[src/arp_regs.vh]
`ifndef ARP_REGS_VH
`define ARP_REGS_VH
// ------------------------------------------------------------
// register byte offsets
// ------------------------------------------------------------
`define ARP_OFS_CFG      8'h00
`define ARP_OFS_TOUCH    8'h04
`define ARP_OFS_ZONE     8'h08
`define ARP_OFS_THR_AUX  8'h0C
`define ARP_OFS_THR_TA   8'h10
`define ARP_OFS_THR_TB   8'h14
`define ARP_OFS_STATUS   8'h18
`define ARP_OFS_RES0     8'h20
`define ARP_OFS_RES_LAST 8'h38
// ------------------------------------------------------------
// field positions
// ------------------------------------------------------------
`define ARP_CFG_MED      1:0
`define ARP_CFG_AVG      3:2
`define ARP_CFG_RES12    4
`define ARP_CFG_CLKDIV   6:5
`define ARP_CFG_PENIRQ   7
`define ARP_TCH_PRE      7:0
`define ARP_TCH_SNS      15:8
`define ARP_THR_LO       11:0
`define ARP_THR_HI       27:16
`define ARP_ST_DAV       2:0
`define ARP_ST_PEN       3
// ------------------------------------------------------------
// reset values
// ------------------------------------------------------------
`define ARP_RST_CFG      8'h20
`define ARP_RST_TOUCH    16'h0404
`define ARP_RST_ZONE     9'h000
`define ARP_RST_THR      24'hFFF000
// ------------------------------------------------------------
// channel numbers and zone codes
// ------------------------------------------------------------
`define ARP_CH_AUX       3'h4
`define ARP_ZN_HIGH      2'h0
`define ARP_ZN_MID       2'h1
`define ARP_ZN_LOW       2'h2
`endif

[src/arp_top.v]
`timescale 1ns/1ps
`default_nettype none
`include "arp_regs.vh"
module arp_top (
    input  wire        clk,
    input  wire        rst,
    input  wire [7:0]  s_axi_awaddr,
    input  wire        s_axi_awvalid,
    output reg         s_axi_awready,
    input  wire [31:0] s_axi_wdata,
    input  wire [3:0]  s_axi_wstrb,
    input  wire        s_axi_wvalid,
    output reg         s_axi_wready,
    output reg  [1:0]  s_axi_bresp,
    output reg         s_axi_bvalid,
    input  wire        s_axi_bready,
    input  wire [7:0]  s_axi_araddr,
    input  wire        s_axi_arvalid,
    output reg         s_axi_arready,
    output reg  [31:0] s_axi_rdata,
    output reg  [1:0]  s_axi_rresp,
    output reg         s_axi_rvalid,
    input  wire        s_axi_rready,
    input  wire        smp_valid,
    input  wire [2:0]  smp_chan,
    input  wire [11:0] smp_data,
    input  wire        meas_active,
    input  wire        recheck_req,
    input  wire        xp_level,
    output reg         conv_clk_tick,
    output reg         res12_eff,
    output reg         xp_pullup_en,
    output reg         xp_precharge_en,
    output reg         pen_touch_n,
    output reg         recheck_done,
    output reg         data_avail_irq_pin_n
);
// ------------------------------------------------------------
// configuration registers
// ------------------------------------------------------------
reg  [7:0]  cfg_ff;
reg  [15:0] touch_ff;
reg  [8:0]  zone_ff;
reg  [23:0] thr_ff [0:2];
reg  [2:0]  dav_ff;
reg  [11:0] res_ff [0:6];
wire [31:0] wmask = {{8{s_axi_wstrb[3]}}, {8{s_axi_wstrb[2]}},
                     {8{s_axi_wstrb[1]}}, {8{s_axi_wstrb[0]}}};
wire        wr_go = s_axi_awready && s_axi_awvalid && s_axi_wvalid;
wire [7:0]  wa    = s_axi_awaddr;
wire [31:0] wd    = s_axi_wdata & wmask;
wire [2:0]  dav_clr = (wr_go && wa == `ARP_OFS_STATUS) ? wd[`ARP_ST_DAV] : 3'h0;
reg  [2:0]  dav_set;
wire [1:0]  clkdiv = cfg_ff[`ARP_CFG_CLKDIV];
// ------------------------------------------------------------
// register bus write side
// ------------------------------------------------------------
always @(posedge clk) begin
    if (rst) begin
        s_axi_awready <= 1'b0;
        s_axi_wready  <= 1'b0;
        s_axi_bvalid  <= 1'b0;
        s_axi_bresp   <= 2'h0;
        cfg_ff        <= `ARP_RST_CFG;
        touch_ff      <= `ARP_RST_TOUCH;
        zone_ff       <= `ARP_RST_ZONE;
        thr_ff[0]     <= `ARP_RST_THR;
        thr_ff[1]     <= `ARP_RST_THR;
        thr_ff[2]     <= `ARP_RST_THR;
    end else begin
        s_axi_awready <= s_axi_awvalid && s_axi_wvalid && !s_axi_bvalid && !s_axi_awready;
        s_axi_wready  <= s_axi_awvalid && s_axi_wvalid && !s_axi_bvalid && !s_axi_awready;
        if (s_axi_bvalid && s_axi_bready)
            s_axi_bvalid <= 1'b0;
        if (wr_go) begin
            s_axi_bvalid <= 1'b1;
            s_axi_bresp  <= 2'h0;
            case (wa)
            `ARP_OFS_CFG:     cfg_ff   <= (cfg_ff & ~wmask[7:0]) | wd[7:0];
            `ARP_OFS_TOUCH:   touch_ff <= (touch_ff & ~wmask[15:0]) | wd[15:0];
            `ARP_OFS_ZONE:    zone_ff  <= (zone_ff & ~wmask[8:0]) | wd[8:0];
            `ARP_OFS_THR_AUX: thr_ff[0] <= {wd[`ARP_THR_HI], wd[`ARP_THR_LO]};
            `ARP_OFS_THR_TA:  thr_ff[1] <= {wd[`ARP_THR_HI], wd[`ARP_THR_LO]};
            `ARP_OFS_THR_TB:  thr_ff[2] <= {wd[`ARP_THR_HI], wd[`ARP_THR_LO]};
            `ARP_OFS_STATUS: begin
            end
            default:          s_axi_bresp <= 2'h2;
            endcase
        end
    end
end
// ------------------------------------------------------------
// register bus read side
// ------------------------------------------------------------
reg [31:0] rd_val;
reg        rd_ok;
always @* begin
    rd_val = 32'h0;
    rd_ok  = 1'b1;
    case (s_axi_araddr)
    `ARP_OFS_CFG:     rd_val = {24'h0, cfg_ff};
    `ARP_OFS_TOUCH:   rd_val = {16'h0, touch_ff};
    `ARP_OFS_ZONE:    rd_val = {23'h0, zone_ff};
    `ARP_OFS_THR_AUX: rd_val = {4'h0, thr_ff[0][23:12], 4'h0, thr_ff[0][11:0]};
    `ARP_OFS_THR_TA:  rd_val = {4'h0, thr_ff[1][23:12], 4'h0, thr_ff[1][11:0]};
    `ARP_OFS_THR_TB:  rd_val = {4'h0, thr_ff[2][23:12], 4'h0, thr_ff[2][11:0]};
    `ARP_OFS_STATUS:  rd_val = {28'h0, pen_touch_n, dav_ff};
    default: begin
        if (s_axi_araddr >= `ARP_OFS_RES0 && s_axi_araddr <= `ARP_OFS_RES_LAST &&
            s_axi_araddr[1:0] == 2'h0)
            rd_val = {20'h0, res_ff[s_axi_araddr[4:2]]};
        else
            rd_ok = 1'b0;
    end
    endcase
end

always @(posedge clk) begin
    if (rst) begin
        s_axi_arready <= 1'b0;
        s_axi_rvalid  <= 1'b0;
        s_axi_rdata   <= 32'h0;
        s_axi_rresp   <= 2'h0;
    end else begin
        s_axi_arready <= s_axi_arvalid && !s_axi_rvalid && !s_axi_arready;
        if (s_axi_rvalid && s_axi_rready)
            s_axi_rvalid <= 1'b0;
        if (s_axi_arready && s_axi_arvalid) begin
            s_axi_rvalid <= 1'b1;
            s_axi_rdata  <= rd_val;
            s_axi_rresp  <= rd_ok ? 2'h0 : 2'h2;
        end
    end
end
// ------------------------------------------------------------
// conversion clock and resolution
// ------------------------------------------------------------
reg [2:0] div_cnt_ff;
wire [2:0] div_last = (3'h1 << clkdiv) - 3'h1;
always @(posedge clk) begin
    if (rst) begin
        div_cnt_ff    <= 3'h0;
        conv_clk_tick <= 1'b0;
        res12_eff     <= 1'b0;
    end else begin
        div_cnt_ff    <= (div_cnt_ff >= div_last) ? 3'h0 : div_cnt_ff + 3'h1;
        conv_clk_tick <= (div_cnt_ff >= div_last);
        res12_eff     <= cfg_ff[`ARP_CFG_RES12] && (clkdiv != 2'h0);
    end
end
// ------------------------------------------------------------
// touch detect: precharge then sense
// ------------------------------------------------------------
localparam [3:0] TS_IDLE = 4'h1;
localparam [3:0] TS_MEAS = 4'h2;
localparam [3:0] TS_PRE  = 4'h4;
localparam [3:0] TS_SNS  = 4'h8;
reg [3:0] ts_ff;
reg [7:0] ts_cnt_ff;
reg       xp_s1_ff;
reg       xp_s2_ff;
always @(posedge clk) begin
    if (rst) begin
        xp_s1_ff        <= 1'b1;
        xp_s2_ff        <= 1'b1;
        ts_ff           <= TS_IDLE;
        ts_cnt_ff       <= 8'h0;
        xp_pullup_en    <= 1'b1;
        xp_precharge_en <= 1'b0;
        pen_touch_n     <= 1'b1;
        recheck_done    <= 1'b0;
    end else begin
        xp_s1_ff     <= xp_level;
        xp_s2_ff     <= xp_s1_ff;
        recheck_done <= 1'b0;
        case (ts_ff)
        TS_IDLE: begin
            pen_touch_n <= xp_s2_ff;
            if (meas_active) begin
                ts_ff        <= TS_MEAS;
                xp_pullup_en <= 1'b0;
            end else if (recheck_req) begin
                ts_ff           <= TS_PRE;
                ts_cnt_ff       <= touch_ff[`ARP_TCH_PRE];
                xp_pullup_en    <= 1'b1;
                xp_precharge_en <= 1'b1;
            end
        end
        TS_MEAS: begin
            if (!meas_active) begin
                ts_ff           <= TS_PRE;
                ts_cnt_ff       <= touch_ff[`ARP_TCH_PRE];
                xp_pullup_en    <= 1'b1;
                xp_precharge_en <= 1'b1;
            end
        end
        TS_PRE: begin
            ts_cnt_ff <= ts_cnt_ff - 8'h1;
            // measurement starting mid-recheck wins; the pull-up must drop
            if (meas_active) begin
                ts_ff           <= TS_MEAS;
                xp_pullup_en    <= 1'b0;
                xp_precharge_en <= 1'b0;
            end else if (ts_cnt_ff <= 8'h1) begin
                ts_ff           <= TS_SNS;
                ts_cnt_ff       <= touch_ff[`ARP_TCH_SNS];
                xp_precharge_en <= 1'b0;
            end
        end
        TS_SNS: begin
            ts_cnt_ff <= ts_cnt_ff - 8'h1;
            // an abandoned sense leaves the last pen state standing
            if (meas_active) begin
                ts_ff        <= TS_MEAS;
                xp_pullup_en <= 1'b0;
            end else if (ts_cnt_ff <= 8'h1) begin
                ts_ff        <= TS_IDLE;
                pen_touch_n  <= xp_s2_ff;
                recheck_done <= 1'b1;
            end
        end
        default: ts_ff <= TS_IDLE;
        endcase
    end
end
// ------------------------------------------------------------
// filter size decode
// ------------------------------------------------------------
reg [4:0] n_need;
reg [3:0] lo_i;
reg [3:0] hi_i;
reg [3:0] med_i;
reg       dbl;
reg [2:0] sh;
always @* begin
    n_need = 5'd1;
    lo_i   = 4'd0;
    hi_i   = 4'd0;
    med_i  = 4'd0;
    dbl    = 1'b0;
    sh     = 3'd0;
    case (cfg_ff[`ARP_CFG_MED])
    2'h1: begin n_need = 5'd3;  med_i = 4'd1; end
    2'h2: begin n_need = 5'd7;  med_i = 4'd3; end
    2'h3: begin n_need = 5'd15; med_i = 4'd7; end
    default: begin end
    endcase
    lo_i = med_i;
    hi_i = med_i;
    if (cfg_ff[`ARP_CFG_MED] == 2'h0) begin
        case (cfg_ff[`ARP_CFG_AVG])
        2'h1: begin n_need = 5'd4;  hi_i = 4'd3;  sh = 3'd2; end
        2'h2: begin n_need = 5'd8;  hi_i = 4'd7;  sh = 3'd3; end
        2'h3: begin n_need = 5'd16; hi_i = 4'd15; sh = 3'd4; end
        default: begin end
        endcase
    end else if (cfg_ff[`ARP_CFG_AVG] == 2'h1 && cfg_ff[`ARP_CFG_MED] != 2'h1) begin
        lo_i = med_i - 4'd1;
        hi_i = med_i + 4'd1;
        dbl  = 1'b1;
        sh   = 3'd2;
    end else if (cfg_ff[`ARP_CFG_AVG] == 2'h2 && cfg_ff[`ARP_CFG_MED] == 2'h3) begin
        lo_i = 4'd4;
        hi_i = 4'd10;
        dbl  = 1'b1;
        sh   = 3'd3;
    end
end
// ------------------------------------------------------------
// sample acceptance
// ------------------------------------------------------------
// channel 7 carries no result and must not disturb a batch
wire        smp_take = smp_valid && (smp_chan <= 3'h6);
reg  [4:0]  flt_cfg_ff;
// ------------------------------------------------------------
// sorted sample store, insertion per entry
// ------------------------------------------------------------
reg  [11:0] srt_ff [0:15];
reg  [4:0]  cnt_ff;
reg  [2:0]  chan_ff;
wire [11:0] smp_v = res12_eff ? smp_data : {2'h0, smp_data[11:2]};
// a new channel or a changed filter setting starts a fresh batch
wire        restart = (chan_ff != smp_chan) || (cnt_ff >= n_need) ||
                      (flt_cfg_ff != cfg_ff[4:0]);
wire [4:0]  cnt_use = restart ? 5'd0 : cnt_ff;
wire [15:0] keep;
genvar gi;
generate
    for (gi = 0; gi < 16; gi = gi + 1) begin : g_srt
        assign keep[gi] = (gi < cnt_use) && !(srt_ff[gi] > smp_v);
        always @(posedge clk) begin
            if (rst)
                srt_ff[gi] <= 12'h0;
            else if (smp_take && !keep[gi])
                srt_ff[gi] <= (gi == 0) ? smp_v : (keep[(gi + 15) % 16] ? smp_v
                                                   : srt_ff[(gi + 15) % 16]);
        end
    end
endgenerate
// ------------------------------------------------------------
// window sum and output
// ------------------------------------------------------------
reg  [16:0] win_sum;
integer     k;
always @* begin
    win_sum = dbl ? {5'h0, srt_ff[med_i]} : 17'h0;
    for (k = 0; k < 16; k = k + 1) begin
        if (k >= lo_i && k <= hi_i)
            win_sum = win_sum + {5'h0, srt_ff[k]};
    end
end
wire [16:0] flt_full = win_sum >> sh;
wire [11:0] flt_val  = flt_full[11:0];
reg         flt_rdy_ff;
reg  [2:0]  flt_ch_ff;
always @(posedge clk) begin
    if (rst) begin
        cnt_ff     <= 5'd0;
        chan_ff    <= 3'h0;
        flt_rdy_ff <= 1'b0;
        flt_ch_ff  <= 3'h0;
        flt_cfg_ff <= 5'h0;
    end else begin
        flt_rdy_ff <= 1'b0;
        if (smp_take) begin
            chan_ff    <= smp_chan;
            flt_cfg_ff <= cfg_ff[4:0];
            cnt_ff     <= cnt_use + 5'd1;
            flt_rdy_ff <= (cnt_use + 5'd1 == n_need);
            flt_ch_ff  <= smp_chan;
        end
    end
end
// ------------------------------------------------------------
// zone detection and result storage
// ------------------------------------------------------------
wire        zch  = (flt_ch_ff >= `ARP_CH_AUX);
// touch channels look at slot 0 only; their results never reach the flags
wire [1:0]  zi   = zch ? flt_ch_ff[1:0] : 2'h0;
wire [11:0] z_hi = thr_ff[zi][23:12];
wire [11:0] z_lo = thr_ff[zi][11:0];
wire [2:0]  zctl = zone_ff[zi * 3 +: 3];
reg         z_hit;
always @* begin
    case (zctl[2:1])
    `ARP_ZN_HIGH: z_hit = (flt_val >= z_hi);
    `ARP_ZN_MID:  z_hit = (flt_val > z_lo) && (flt_val < z_hi);
    `ARP_ZN_LOW:  z_hit = (flt_val <= z_lo);
    default:      z_hit = 1'b0;
    endcase
    dav_set = 3'h0;
    if (flt_rdy_ff && zch && zctl[0] && z_hit)
        dav_set[zi] = 1'b1;
end
wire store = flt_rdy_ff && !(zch && zctl[0] && !z_hit);
integer r;
always @(posedge clk) begin
    if (rst) begin
        for (r = 0; r < 7; r = r + 1)
            res_ff[r] <= 12'h0;
        dav_ff               <= 3'h0;
        data_avail_irq_pin_n <= 1'b1;
    end else begin
        if (store)
            res_ff[flt_ch_ff] <= flt_val;
        dav_ff <= (dav_ff & ~dav_clr) | dav_set;
        data_avail_irq_pin_n <= !((|dav_ff) || (|dav_set) ||
                                  (cfg_ff[`ARP_CFG_PENIRQ] && !pen_touch_n));
    end
end
endmodule
`default_nettype wire

[config.mk]
export PLATFORM = sky130hd
export DESIGN_NAME = arp_top
export DESIGN_NICKNAME = d
export VERILOG_FILES = /design/src/arp_top.v
export VERILOG_INCLUDE_DIRS = /design/src /design/src/src
export SDC_FILE = /design/constraint.sdc
export NUM_CORES = 2
export LEC_CHECK = 0
export BUFFER_PORTS_ARGS = -buffer_cell sky130_fd_sc_hd__clkbuf_2
export CORE_MARGIN = 1
export CORE_UTILIZATION = 32
export DETAILED_ROUTE_END_ITERATION = 10
export GPL_ROUTABILITY_DRIVEN = 0
export PLACE_DENSITY_LB_ADDON = 0.3
export SETUP_SLACK_MARGIN = 0.2
export SYNTH_ARGS = -nofsm -noshare
export SYNTH_HDL_FRONTEND = slang
export SYNTH_SLANG_ARGS = --single-unit
[constraint.sdc]
create_clock -name clk -period 25 [get_ports clk]
set_input_delay 1.25 -clock clk [delete_from_list [all_inputs] [get_ports clk]]
set_output_delay 1.25 -clock clk [all_outputs]
set_load 0.02 [all_outputs]
==> impl_metrics.json <==
{
  "outcome": "complete, no violations",
  "stdcell_count": 6115,
  "rows": 127,
  "yosys_warnings": 0,
  "critPathMaxStageDelay_ns": 0.49,
  "post-route-min-period_ns": 23.12,
  "vias": 34200,
  "grt.overflow.total": 0,
  "wirelength_um": 132000,
  "cts-root-buf": "clkbuf_16",
  "synthTopCellsByCount": "nor2_1 (574), ha_1 (425), edfxtp_1 (348)",
  "grt_setup_unrepaired": "no",
  "p_switching_mw": 0.696,
  "drtPass1Iterations": 6,
  "endpoint_kind": "register",
  "dpl.cell_count": 6003,
  "synthFlopType": "edfxtp_1",
  "synth_top_cell_by_area": "edfxtp_1",
  "hold_viol": 0,
  "track_usage_pct": 21.0,
  "first_iter_violations": 2841,
  "tightest_slew_ns": 1.20,
  "core_sq_um": 120000,
  "pwr-share-clk_pct": 39.3,
  "tritoncts": "done",
  "crit_top_cell": "ha_1",
  "critical_path_class": "reg2reg",
  "slowest_stage": "dfxtp_1",
  "synth_cell_type_count": 99,
  "syn_area_per_cell_sq_um": 8.91,
  "die_h_um": 351,
  "antenna_found_initial": 3,
  "synth_top_area_share_pct": 26.8,
  "p_leak_nw": 18.2,
  "die_x_um": 351,
  "holdBufCountCts": 0,
  "drv_slew": 0,
  "wire_per_inst_um": 21.6,
  "power.share.sequential_pct": 40.5,
  "clk_pin_slew_ns": 0.06,
  "grt_pass1_vias": 32400,
  "hpwl_um": 98000,
  "place_ws_ns": 1.64,
  "tns_ns": 0,
  "syn_area_sq_um": 39100,
  "combPwrFrac_pct": 20.2,
  "seq_area_frac_synth_pct": 32.9,
  "die-area_sq_um": 123000,
  "insertion_delay_ns": 0.71,
  "synth_edf_count": 348,
  "hold_slack_ns": 0.407,
  "p_total_mw": 2.26,
  "ys_seq_elements": 468,
  "cts_buffer_depth": 3,
  "pin_count": 126,
  "setup_ws_ns": 1.88,
  "finClkSkew_ns": 0.0760,
  "start_util_pct": 32.4,
  "htreeDepth": 2,
  "setup_viol": 0,
  "synthTopCellsByArea": "edfxtp_1 (27%), ha_1 (14%), dfxtp_1 (6.1%)",
  "cap_violations": 0,
  "via_per_inst": 5.60,
  "yosysMostFrequentCell": "nor2_1",
  "grt_pass1_wl_um": 199000,
  "synthArstFlopShare_pct": 0,
  "arrival_ns": 23.50,
  "hp-class": "reg2reg",
  "timing.fmax_mhz": 43.3,
  "fin_nets": 4972,
  "ant_nets": 0,
  "required_ns": 25.38,
  "portBuffers": 115,
  "switching_share_pct": 30.8,
  "p_int_mw": 1.56,
  "syn_to_final_growth_pct": 11.9,
  "relSlewSlack_pct": 19.5,
  "grt_max_degree": 63,
  "ir_drop_mv": 0.0710,
  "synthCells": 4384,
  "cts.sinks": 468,
  "cts_buffers": 59,
  "period_share_pct": 92.5,
  "start_kind": "register",
  "drive_above_1_share_pct": 10.4,
  "drc": 0,
  "powerDensity_nw_per_um2": 51.7,
  "fillers": 12400,
  "cp_max_fo": 13
}
power by group through the flow:
stage                     Clock (mW)  Sequential (mW)  Combinational (mW)
after global placement             0            0.930               0.441
final                          0.887            0.915               0.457
after global routing           0.930            0.918               0.509
after CTS                      0.903            0.914               0.453
after detailed placement           0            0.930               0.450
after floorplan                    0            0.914               0.324
routing by layer:
| metal | GRT usage [%] | up-vias | part of all wire (%) |
|---|---|---|---|
| met4 | 6.97 | 0 | 3.3 |
| met1 | 29.1 | 16600 | 45 |
| met2 | 33.7 | 1015 | 45 |
| met3 | 2.52 | 191 | 6.2 |
| li1 | - | 16400 | - |
| met5 | 0 | - | 0 |
worst paths after layout:
check | start | to | slack (ns) | cells past startpoint
hold reg to reg | xp_s1_ff | xp_s2_ff | 0.41 | 1
setup / recovery | register | res_ff[3][9] | 1.88 | 101
setup reg to reg | register | res_ff[3][9] | 1.88 | 101
hold / removal | xp_s1_ff | xp_s2_ff | 0.41 | 1
critical path, delay by kind of cell, from the launching register on:
family | cells | cell delay, ns
AOI/OAI and AO/OA | 31 | 6.26
xor gates and xnor gates | 10 | 1.72
adders and majority gates | 17 | 5.76
buffers and inverters | 8 | 1.21
DFF | 1 | 0.49
muxes | 4 | 0.95
and+or+nand+nor | 31 | 6.36
metrics by stage:
step | instance area (sq um) | util (%)
after floorplan | 39100 | -
after global placement | 41700 | 34.6
after detailed placement | 41700 | 34.6
after CTS | 43700 | 36.2
after global routing | 43700 | 36.3
final | 43700 | 36.3
cell usage in the layout (no fill, tap or decap), types with 26 or more instances in the layout:
cell type  instances
and2_1            41
or3_1             26
a31oi_1           55
dfxtp_1          118
clkbuf_16         60
o21a_1            46
buf_4             99
nor2b_1           66
edfxtp_1         348
o21ai_0          276
xnor2_1          108
mux2_2            42
nand2b_1          71
ha_1             425
nand4_1           63
clkbuf_2         114
nand2_1          299
or2_2             26
and3_1            37
a21oi_1          273
nor3_1            78
xor2_1            69
a211oi_1         166
inv_1            195
o21bai_1          32
mux2i_1          119
a21o_1           137
nor2_1           573
nand3_1           63
cells by family after synthesis:
kind of cell / Yosys count / synth area share, %
XOR/XNOR: 191 / 4.74
other: 1 / 0.00960
adder cells (fa/ha/maj): 441 / 14.4
AO/OA/AOI/OAI: 1280 / 21.6
multiplexers: 182 / 5.41
AND/OR/NAND/NOR: 1413 / 16.8
flip-flops: 468 / 32.9
buffers and inverters: 408 / 4.05
sequential cells by signal (all words and copies together) (netlist names), 3 cells and up, named ones only:
signal,count
cnt_ff,5
dav_ff,3
div_cnt_ff,3
flt_cfg_ff,5
flt_ch_ff,3
res_ff,96
s_axi_rdata,28
srt_ff,192
thr_ff,72
ts_cnt_ff,8
ts_ff,4
layout make-up:
class                   instances  area [sq um]  share of cell area [%]
diodes                          2          5.00                  0.0115
clock buffers                  75          1580                    3.61
clock inverters                34           413                   0.945
inverters                     198           744                    1.70
multi-input cells            3513         24800                    56.7
flip-flops and latches        468         12900                    29.4
well taps                    1612          2020                    4.61
repair buffers                213          1310                    3.01
timing repair:
action | in CTS | in global routing
resized for setup | 0 | 8
setup endpoints to repair | 0 | 97
buffers inserted | 0 | 1
No activity file was read; power rests on OpenSTA's default activity.
